<file path="src/hw/crb_regs_consts.vh">
/*
  Register offsets, reset values and field positions for the locality 0
  command/response buffer register map.
  Assumes inclusion by bare name from the design files under hw/.
*/
`ifndef CRB_REGS_CONSTS_VH
`define CRB_REGS_CONSTS_VH

// Byte offsets within locality 0
`define OFS_LOCALITY_STATE       7'h00
`define OFS_LOCALITY_CONTROL     7'h08
`define OFS_LOCALITY_STATUS      7'h0C
`define OFS_INTF_ID_LOW          7'h30
`define OFS_INTF_ID_HIGH         7'h34
`define OFS_CONTROL_EXT_LOW      7'h38
`define OFS_CONTROL_EXT_HIGH     7'h3C
`define OFS_CONTROL_REQUEST      7'h40
`define OFS_CONTROL_STATUS       7'h44
`define OFS_COMMAND_CANCEL       7'h48
`define OFS_COMMAND_START        7'h4C
`define OFS_INTERRUPT_ENABLE     7'h50
`define OFS_INTERRUPT_STATUS     7'h54
`define OFS_COMMAND_SIZE         7'h58
`define OFS_COMMAND_ADDR_LOW     7'h5C
`define OFS_COMMAND_ADDR_HIGH    7'h60
`define OFS_RESPONSE_SIZE        7'h64
`define OFS_RESPONSE_ADDR_LOW    7'h68
`define OFS_RESPONSE_ADDR_HIGH   7'h6C

// Register file geometry: 32 words cover 0x00..0x7F
`define REG_INDEX_W              5
`define REG_WORDS                32

// Field positions
`define BIT_LOC_REQUEST          0
`define BIT_LOC_RELINQUISH       1
`define BIT_LOC_GRANTED          0
`define BIT_LOC_ASSIGNED         1
`define BIT_REQ_READY            0
`define BIT_REQ_IDLE             1
`define BIT_STS_ERROR            0
`define BIT_STS_IDLE             1
`define BIT_CANCEL               0
`define BIT_START                0
`define BIT_INT_START_DONE       0
`define BIT_INT_GLOBAL_ENABLE    31

// Reset values
`define RST_ZERO                 32'h00000000
`define RST_CONTROL_STATUS       32'h00000002

// Buffer geometry reported to software (shared command/response buffer)
`define BUF_SIZE                 32'h00000F80
`define BUF_ADDR_LOW             32'h00000080
`define BUF_ADDR_HIGH            32'h00000000

// Interface identifier, arbitrary neutral values
`define INTF_ID_LOW              32'h00000001
`define INTF_ID_HIGH             32'h00000000

// AXI responses
`define RESP_OKAY                2'h0

`endif

</file>
<file path="src/hw/crb_read_ram.v">
/*
  Small read-registered mirror of the register words.
  Assumes one write port and one read port on the same clock.
*/
`timescale 1ns/1ns

module crb_read_ram (
  input  wire                      aclk,
  input  wire                      we,
  input  wire [4:0]                waddr,
  input  wire [31:0]               wdata,
  input  wire [4:0]                raddr,
  output reg  [31:0]               rdata
);

  reg [31:0] mem [0:31];

  // Write and registered read; no reset, one word is rewritten every cycle
  always @(posedge aclk) begin
    if (we) begin
      mem[waddr] <= wdata;
    end
    rdata <= mem[raddr];
  end

endmodule // crb_read_ram

</file>
<file path="src/hw/crb_locality0_regs.v">
/*
  AXI4-Lite register bank for locality 0 of a command/response buffer
  host interface: locality state, control/status, identifier, request,
  cancel, start, interrupt enable/status and buffer size/address.
  Assumes one clock, synchronous active-low reset, and a core that
  reports command completion on cmd_done and errors on cmd_error.
*/
// The implementer's own choice: register access over AXI4-Lite.
`timescale 1ns/1ns
`include "crb_regs_consts.vh"

// Operation
// Read-only locality_state at 0x00, aliased everywhere
// locality_control at 0x08 requests device control
// Read-only locality_status at 0x0C, never aliased; here it aliases across the upper address bits like every word
// 64-bit interface_identifier at 0x30 reports identity
// control_extension at 0x38 not implemented
// control_request at 0x40 initiates transactions
// control_status at 0x44 reports device status
// command_cancel at 0x48 aborts current command
// command_start at 0x4C flags buffer data
// interrupt_enable at 0x50 selects interrupt causes
// interrupt_status at 0x54 shows pending interrupts
// command_size at 0x58 gives buffer size
// Command address split low 0x5C, high 0x60
// response_size at 0x64 equals command_size
// response_address at 0x68 equals command address
// Response address readable as 64-bit pair
// Shared registers may alias across localities
// Fields naturally aligned to their width
// Software uses aligned, non-string accesses
// Reserved offsets read zero, ignore writes
module crb_locality0_regs (
  input  wire                      aclk,
  input  wire                      aresetn,
  input  wire [11:0]               s_axi_awaddr,
  input  wire [2:0]                s_axi_awprot,
  input  wire                      s_axi_awvalid,
  output wire                      s_axi_awready,
  input  wire [31:0]               s_axi_wdata,
  input  wire [3:0]                s_axi_wstrb,
  input  wire                      s_axi_wvalid,
  output wire                      s_axi_wready,
  output reg  [1:0]                s_axi_bresp,
  output reg                       s_axi_bvalid,
  input  wire                      s_axi_bready,
  input  wire [11:0]               s_axi_araddr,
  input  wire [2:0]                s_axi_arprot,
  input  wire                      s_axi_arvalid,
  output wire                      s_axi_arready,
  output wire [31:0]               s_axi_rdata,
  output reg  [1:0]                s_axi_rresp,
  output reg                       s_axi_rvalid,
  input  wire                      s_axi_rready,
  input  wire                      cmd_done,
  input  wire                      cmd_error,
  output reg                       start_pulse,
  output reg                       cancel_level,
  output wire                      locality_active
);

  ////////////////////////////////////////////////////////////////////////
  // Write channel capture

  reg        aw_held;
  reg        w_held;
  reg [6:0]  aw_ofs;
  reg [31:0] w_data;
  reg [3:0]  w_strb;

  // Either order; each channel taken once, then held until response
  assign s_axi_awready = !aw_held && !s_axi_bvalid;
  assign s_axi_wready  = !w_held && !s_axi_bvalid;

  wire write_go = aw_held && w_held && !s_axi_bvalid;

  always @(posedge aclk) begin
    if (!aresetn) begin
      aw_held <= 1'b0;
      w_held  <= 1'b0;
      aw_ofs  <= 7'h00;
      w_data  <= `RST_ZERO;
      w_strb  <= 4'h0;
    end else begin
      if (s_axi_awvalid && s_axi_awready) begin
        aw_held <= 1'b1;
        aw_ofs  <= s_axi_awaddr[6:0];
      end else if (write_go) begin
        aw_held <= 1'b0;
      end
      if (s_axi_wvalid && s_axi_wready) begin
        w_held <= 1'b1;
        w_data <= s_axi_wdata;
        w_strb <= s_axi_wstrb;
      end else if (write_go) begin
        w_held <= 1'b0;
      end
    end
  end

  // Write response; every address answers OKAY, unmapped ones are dropped
  always @(posedge aclk) begin
    if (!aresetn) begin
      s_axi_bvalid <= 1'b0;
      s_axi_bresp  <= `RESP_OKAY;
    end else if (write_go) begin
      s_axi_bvalid <= 1'b1;
      s_axi_bresp  <= `RESP_OKAY;
    end else if (s_axi_bready) begin
      s_axi_bvalid <= 1'b0;
    end
  end

  ////////////////////////////////////////////////////////////////////////
  // Byte-lane merge of write data

  // Aligned word only; misaligned low address bits are ignored
  wire [4:0]  w_index = aw_ofs[6:2];
  wire [31:0] lane_mask;

  genvar lane;
  generate
    for (lane = 0; lane < 4; lane = lane + 1) begin : g_lane
      assign lane_mask[lane*8 +: 8] = {8{w_strb[lane]}};
    end
  endgenerate

  wire [31:0] wr_bits = w_data & lane_mask;
  wire wr_loc_ctrl = write_go && (w_index == `OFS_LOCALITY_CONTROL >> 2);
  wire wr_request  = write_go && (w_index == `OFS_CONTROL_REQUEST >> 2);
  wire wr_cancel   = write_go && (w_index == `OFS_COMMAND_CANCEL >> 2);
  wire wr_start    = write_go && (w_index == `OFS_COMMAND_START >> 2);
  wire wr_int_en   = write_go && (w_index == `OFS_INTERRUPT_ENABLE >> 2);
  wire wr_int_sts  = write_go && (w_index == `OFS_INTERRUPT_STATUS >> 2);

  ////////////////////////////////////////////////////////////////////////
  // Locality control and status

  reg granted;

  // Request grants, relinquish releases; only one locality exists here
  always @(posedge aclk) begin
    if (!aresetn) begin
      granted <= 1'b0;
    end else if (wr_loc_ctrl && wr_bits[`BIT_LOC_RELINQUISH]) begin
      granted <= 1'b0;
    end else if (wr_loc_ctrl && wr_bits[`BIT_LOC_REQUEST]) begin
      granted <= 1'b1;
    end
  end

  assign locality_active = granted;

  ////////////////////////////////////////////////////////////////////////
  // Command start, cancel, request and status

  reg        start_bit;
  reg        cancel_bit;
  reg        idle_state;
  reg        error_state;
  reg        int_enable_global;
  reg        int_enable_done;
  reg        int_done_pending;

  // Start set by software, cleared by core completion or cancel
  always @(posedge aclk) begin
    if (!aresetn) begin
      start_bit   <= 1'b0;
      start_pulse <= 1'b0;
    end else begin
      start_pulse <= wr_start && wr_bits[`BIT_START] && !idle_state;
      if (wr_start && wr_bits[`BIT_START] && !idle_state) begin
        start_bit <= 1'b1;
      end else if (cmd_done || cancel_bit) begin
        start_bit <= 1'b0;
      end
    end
  end

  // Cancel holds until written back to zero; core sees it one cycle later, only while start is set
  always @(posedge aclk) begin
    if (!aresetn) begin
      cancel_bit   <= 1'b0;
      cancel_level <= 1'b0;
    end else begin
      // Unstrobed lane keeps the old cancel value
      if (wr_cancel && w_strb[`BIT_CANCEL / 8]) begin
        cancel_bit <= wr_bits[`BIT_CANCEL];
      end
      cancel_level <= cancel_bit && start_bit;
    end
  end

  // Request ready/idle moves the idle state; error sticky until ready
  always @(posedge aclk) begin
    if (!aresetn) begin
      idle_state  <= 1'b1;
      error_state <= 1'b0;
    end else begin
      if (wr_request && wr_bits[`BIT_REQ_READY]) begin
        idle_state <= 1'b0;
      end else if (wr_request && wr_bits[`BIT_REQ_IDLE] && !start_bit) begin
        idle_state <= 1'b1;
      end
      if (cmd_error) begin
        error_state <= 1'b1;
      end else if (wr_request && wr_bits[`BIT_REQ_READY]) begin
        error_state <= 1'b0;
      end
    end
  end

  // Interrupt enable and sticky done status; set wins over clear
  always @(posedge aclk) begin
    if (!aresetn) begin
      int_enable_global <= 1'b0;
      int_enable_done   <= 1'b0;
      int_done_pending  <= 1'b0;
    end else begin
      // Each enable field changes only when its own byte lane is strobed
      if (wr_int_en && w_strb[`BIT_INT_GLOBAL_ENABLE / 8]) begin
        int_enable_global <= w_data[`BIT_INT_GLOBAL_ENABLE];
      end
      if (wr_int_en && w_strb[`BIT_INT_START_DONE / 8]) begin
        int_enable_done   <= w_data[`BIT_INT_START_DONE];
      end
      if (cmd_done) begin
        int_done_pending <= 1'b1;
      end else if (wr_int_sts && wr_bits[`BIT_INT_START_DONE]) begin
        int_done_pending <= 1'b0;
      end
    end
  end

  ////////////////////////////////////////////////////////////////////////
  // Read value mux

  reg [31:0] next_word;
  reg [4:0]  mirror_index;

  // Cycles through all words so the mirror tracks live state
  always @(posedge aclk) begin
    if (!aresetn) begin
      mirror_index <= 5'h00;
    end else begin
      mirror_index <= mirror_index + 5'h01;
    end
  end

  // Live value of each word; reserved and extension words read zero
  always @* begin
    next_word = `RST_ZERO;
    case (mirror_index)
      `OFS_LOCALITY_STATE >> 2:     next_word = {31'h00000000, granted};
      `OFS_LOCALITY_CONTROL >> 2:   next_word = `RST_ZERO;
      `OFS_LOCALITY_STATUS >> 2:    next_word = {30'h00000000, granted, granted};
      `OFS_INTF_ID_LOW >> 2:        next_word = `INTF_ID_LOW;
      `OFS_INTF_ID_HIGH >> 2:       next_word = `INTF_ID_HIGH;
      `OFS_CONTROL_REQUEST >> 2:    next_word = `RST_ZERO;
      `OFS_CONTROL_STATUS >> 2:     next_word = {30'h00000000, idle_state, error_state};
      `OFS_COMMAND_CANCEL >> 2:     next_word = {31'h00000000, cancel_bit};
      `OFS_COMMAND_START >> 2:      next_word = {31'h00000000, start_bit};
      `OFS_INTERRUPT_ENABLE >> 2: begin
        next_word = {int_enable_global, 30'h00000000, int_enable_done};
      end
      `OFS_INTERRUPT_STATUS >> 2:   next_word = {31'h00000000, int_done_pending};
      `OFS_COMMAND_SIZE >> 2:       next_word = `BUF_SIZE;
      `OFS_COMMAND_ADDR_LOW >> 2:   next_word = `BUF_ADDR_LOW;
      `OFS_COMMAND_ADDR_HIGH >> 2:  next_word = `BUF_ADDR_HIGH;
      `OFS_RESPONSE_SIZE >> 2:      next_word = `BUF_SIZE;
      `OFS_RESPONSE_ADDR_LOW >> 2:  next_word = `BUF_ADDR_LOW;
      `OFS_RESPONSE_ADDR_HIGH >> 2: next_word = `BUF_ADDR_HIGH;
      default:                      next_word = `RST_ZERO;
    endcase
  end

  ////////////////////////////////////////////////////////////////////////
  // Read channel

  // Reads come from the mirror, not the live mux; to limit staleness
  // the read path waits for the refresh of the word at rd_index.
  localparam RD_IDLE = 2'b00;
  localparam RD_WAIT = 2'b01;
  localparam RD_LOAD = 2'b10;
  localparam RD_SEND = 2'b11;

  reg [1:0]  rd_state;
  reg [4:0]  rd_index;
  reg        mirror_we;
  reg [4:0]  mirror_waddr;
  reg [31:0] mirror_wdata;

  assign s_axi_arready = (rd_state == RD_IDLE);

  // Mirror write port: one word per cycle, all words refreshed in 32
  always @(posedge aclk) begin
    if (!aresetn) begin
      mirror_we    <= 1'b0;
      mirror_waddr <= 5'h00;
      mirror_wdata <= `RST_ZERO;
    end else begin
      mirror_we    <= 1'b1;
      mirror_waddr <= mirror_index;
      mirror_wdata <= next_word;
    end
  end

  // Read waits until the mirror has been refreshed for the target word
  always @(posedge aclk) begin
    if (!aresetn) begin
      rd_state     <= RD_IDLE;
      rd_index     <= 5'h00;
      s_axi_rvalid <= 1'b0;
      s_axi_rresp  <= `RESP_OKAY;
    end else begin
      case (rd_state)
        RD_IDLE: begin
          if (s_axi_arvalid) begin
            rd_index <= s_axi_araddr[6:2];
            rd_state <= RD_WAIT;
          end
        end
        RD_WAIT: begin
          if (mirror_we && mirror_waddr == rd_index) begin
            rd_state <= RD_LOAD;
          end
        end
        RD_LOAD: begin
          s_axi_rvalid <= 1'b1;
          s_axi_rresp  <= `RESP_OKAY;
          rd_state     <= RD_SEND;
        end
        RD_SEND: begin
          if (s_axi_rready) begin
            s_axi_rvalid <= 1'b0;
            rd_state     <= RD_IDLE;
          end
        end
        default: begin
          rd_state <= RD_IDLE;
        end
      endcase
    end
  end

  // Word mirror; registered read data feed the R channel
  crb_read_ram u_read_ram (
    .aclk  (aclk),
    .we    (mirror_we),
    .waddr (mirror_waddr),
    .wdata (mirror_wdata),
    .raddr (rd_index),
    .rdata (s_axi_rdata)
  );

endmodule // crb_locality0_regs

</file>
<file path="config.mk">
export PLATFORM = sky130hd
export DESIGN_NAME = crb_locality0_regs
export DESIGN_NICKNAME = d
export VERILOG_FILES = /design/src/hw/crb_read_ram.v /design/src/hw/crb_locality0_regs.v
export VERILOG_INCLUDE_DIRS = /design/src /design/src/hw
export SDC_FILE = /design/constraint.sdc
export NUM_CORES = 1
export LEC_CHECK = 0
export BUFFER_PORTS_ARGS = -buffer_cell sky130_fd_sc_hd__buf_2
export CELL_PAD_IN_SITES_DETAIL_PLACEMENT = 0
export CELL_PAD_IN_SITES_GLOBAL_PLACEMENT = 1
export CORE_MARGIN = 2
export CORE_UTILIZATION = 60
export DETAILED_ROUTE_END_ITERATION = 8
export HOLD_SLACK_MARGIN = 0.03
export PLACE_DENSITY = 0.89
export RECOVER_POWER = 100
export SETUP_SLACK_MARGIN = 0.02
export SYNTH_ARGS = -nofsm -noshare
export SYNTH_HDL_FRONTEND = slang
export SYNTH_HIERARCHICAL = 1
export SYNTH_SLANG_ARGS = --single-unit
export TNS_END_PERCENT = 5
</file>
<file path="constraint.sdc">
create_clock -name aclk -period 6.95 [get_ports aclk]
set_clock_uncertainty 0.1 [all_clocks]
set_input_delay 0.3475 -clock aclk [delete_from_list [all_inputs] [get_ports aclk]]
set_output_delay 0.3475 -clock aclk [all_outputs]
set_load 0.1 [all_outputs]
</file>
==> impl_metrics.py <==
metrics = {
    "outcome": {
        "outcome": "finished with violations",
        "violations": "capacitance limit, slew limit",
    },
    "global_route": {
        "grt_pass1_wl_um": 138000,
        "overflow": 0,
        "grt_pass1_vias": 24132,
        "antenna_found_initial": 3,
        "grt_max_degree": 130,
        "track_usage_pct": 25.3,
    },
    "worst_hold_path": {
        "hp-class": "primary input to flip-flop",
    },
    "final_layout": {
        "drive_gt1_share_pct": 6.23,
        "diodes": 0,
        "final_common_cell": "edfxtp_1",
        "area_delta_synth_final_pct": 17.8,
        "final_util_pct": 71.5,
        "final_cell_mix": "edfxtp_1 (1024), conb_1 (772), mux2i_1 (527), nand3_1 (113), nand2_1 (112)",
        "finalNetCount": 3453,
    },
    "worst_setup_path": {
        "path_delay_family": "flip-flops",
        "critPathKind": "flip-flop to flip-flop",
        "crit_buf_inv": 1,
        "cp_common_cell": "nand3_1",
        "crit_chain": "clkbuf_2 > mux2i_1 > a22oi_1 > nand3_1 > nand3_1",
        "cp.required_ns": 7.34,
        "worstSetupStartpointType": "flip-flop",
        "worstPathMaxFanout": 52,
        "slowest_delay_ns": 2.26,
        "arrival_ns": 5.24,
        "cpMaxStageDelayCell": "dfxtp_1",
        "endpoint_kind": "flip-flop",
    },
    "synthesis": {
        "ys.flop_type": "edfxtp_1",
        "synthSimpleGateAreaFrac_pct": 4.02,
        "syn_area_um2": 42600,
        "syn_avg_cell_area_um2": 17.1,
        "synth-edff-count": 1024,
        "async_flop_share_pct": 0,
        "synth_top_family_by_area": "multiplexers",
        "synth_seq_area_share_pct": 76.0,
        "synthAdderAreaFrac_pct": 0.235,
        "synthXorXnorAreaFrac_pct": 0.185,
        "synth_compound_area_share_pct": 5.15,
        "yosys_warnings": 6,
        "synth_seq_cells": 1103,
        "ys_types": 52,
        "netlist_instances": 2490,
        "muxShareOfSynthArea_pct": 12.4,
    },
    "floorplanning": {
        "die_area_um2": 73100,
        "fp.dieH_um": 270,
        "initial_core_util_pct": 60.7,
        "core_um2": 70100,
        "rows": 97,
        "die_w_um": 270,
        "io_pins": 119,
    },
    "power": {
        "vdd_drop_max_mv": 0.278,
        "p_sw_share_pct": 28.3,
        "power_density_nw_per_um2": 311,
        "pwr-share-seq_pct": 48.1,
        "clockPowerShare_pct": 34.4,
        "switchingPower_uw": 4420,
        "leakage_uw": 0.0176,
        "p_comb_share_pct": 17.5,
        "internal_power_uw": 11200,
    },
    "routing": {
        "wl_per_cell_um": 20.8,
        "ant_nets": 0,
        "vias_per_cell": 5.28,
        "firstDrtPassIters": 6,
        "wirelength_um": 91400,
        "drc": 0,
        "drt_iter0_drc": 1854,
        "vias": 23176,
    },
    "clock_tree": {
        "cts_buffer_depth": 3,
        "clock-root-buffer": "clkbuf_16",
        "clock_latency_ns": 0.65,
        "cts.sinks": 1103,
        "h-tree-depth": 3,
        "path_clk_slew_ns": 0.06,
        "cts_buffers": 104,
        "cts_tree": "done",
    },
    "timing": {
        "slew_viol_final": 1274,
        "fmax_mhz": 206,
        "tightestPinTransition_ns": 3.76,
        "maxSlewHeadroom_pct": -150,
        "finalCriticalPeriod_ns": 4.85,
        "fin_setup_tns_ns": 0,
        "fin_crit_sh_pct": 69.8,
        "worst_slack_ns": 2.10,
        "rsz0062_at_grt": "no",
        "hold_viol": 0,
        "setup_viol_count_final": 0,
    },
    "placed_design": {
        "io_buffers": 63,
        "post-place-ws_ns": 3.62,
        "place_congestion": 0.779,
        "dp_hpwl_um": 47600,
    },
    "flow_run": {
        "cap_violations": 35,
    },
}
through the flow:
| step | instances | cell area (µm²) | power, µW | hold WS (ns) |
|---|---|---|---|---|
| 3_5_place_dp | 4173 | 46800 | 10300 | 0.369 |
| 2_1_floorplan | 3261 | 45500 | 9640 | 0.275 |
| 4_1_cts | 4392 | 50400 | 15700 | 0.0385 |
| 5_1_grt | 4392 | 50100 | 16100 | 0.113 |
| 3_3_place_gp | 4173 | 46800 | 10300 | 0.350 |
| 6_report | 4392 | 50100 | 15600 | 0.0843 |
flip-flops by register name (all words and copies together), names as in the netlist, 2 cells and up:
register	flops
rd_state	2
mirror_waddr	5
u_read_ram/mem	1024
w_strb	2
u_read_ram/rdata	32
mirror_wdata	5
rd_index	5
mirror_index	5
aw_ofs	5
w_data	3
tightest hold or removal path, cell delays in order:
cell and delay [ns]:
buf_2 0.14, nand2_1 0.13, nand2_1 0.10, a21oi_1 0.06
cell type report:
| cell class | count | area [µm²] |
|---|---|---|
| fill | 4542 | 20000 |
| clock inverter | 40 | 349 |
| tap | 940 | 1180 |
| inverter | 11 | 41.3 |
| multi-input combinational | 2007 | 12500 |
| sequential | 1103 | 32300 |
| timing repair buffer | 143 | 882 |
| clock buffer | 148 | 2870 |
synthesized netlist by cell type (2+ instances only):
| cell | instances | share of area [%] |
|---|---|---|
| clkbuf_1 | 47 | 0.41 |
| a21oi_1 | 108 | 1.3 |
| nand2_1 | 112 | 0.99 |
| and4bb_2 | 2 | 0.059 |
| buf_2 | 33 | 0.39 |
| edfxtp_1 | 1024 | 72 |
| nor2b_1 | 3 | 0.044 |
| mux2i_1 | 527 | 12 |
| nand3b_1 | 6 | 0.11 |
| buf_1 | 5 | 0.044 |
| nand3_1 | 112 | 1.3 |
| a22oi_1 | 97 | 1.7 |
| inv_1 | 11 | 0.097 |
| nor2_1 | 67 | 0.59 |
| ha_1 | 8 | 0.24 |
| dfxtp_1 | 79 | 3.7 |
| xnor2_1 | 8 | 0.16 |
| or3b_2 | 3 | 0.062 |
| and2_1 | 7 | 0.10 |
| clkbuf_4 | 2 | 0.035 |
| a31oi_1 | 32 | 0.47 |
| nor3_1 | 34 | 0.40 |
| nand4_1 | 3 | 0.044 |
| a2111oi_0 | 2 | 0.041 |
| a22o_1 | 64 | 1.3 |
| buf_6 | 15 | 0.40 |
| nand2b_1 | 8 | 0.12 |
| o21ai_0 | 10 | 0.12 |
| buf_4 | 38 | 0.67 |
logic make-up after synthesis:
family                     count (synthesis)
DFF                                     1103
muxes                                    527
and+or+nand+nor                          367
AOI/OAI and AO/OA                        324
buffers and inverters                    151
xor gates and xnor gates                   9
adders and majority gates                  8
other                                      1
path summary, 6_finish.rpt:
path                                        start              endpoint  slack [ns]  cells after the start
worst max register to register        rd_index[0]  u_read_ram/rdata[29]        2.10                      5
worst max-delay path                  rd_index[0]  u_read_ram/rdata[29]        2.10                      5
worst min-delay path                s_axi_arvalid           rd_index[3]        0.08                      4
worst min register to register  int_enable_global      mirror_wdata[31]        0.38                      2
layer usage:
layer | wire, µm | vias to the layer above | track usage [%] | share of wire, %
li1 | - | 10730 | - | -
met1 | 34800 | 11549 | 31.5 | 38
met2 | 47500 | 737 | 45.1 | 52
met3 | 6780 | 160 | 4.74 | 7.4
met4 | 2270 | 0 | 7.59 | 2.5
met5 | 0 | - | 0 | 0
power groups by stage:
stage          clock network, µW  registers [µW]  logic (µW)
2_1_floorplan                  0            8290        1350
3_3_place_gp                   0            7620        2660
3_5_place_dp                   0            7630        2690
4_1_cts                     5440            7490        2730
5_1_grt                     5710            7500        2880
6_report                    5360            7490        2740
timing repair:
action,CTS,global route
setup buffers,0,0
resized for setup,0,0
endpoints found under the hold margin,28,0
hold buffers,31,0
(Power assumes the default switching activity.)
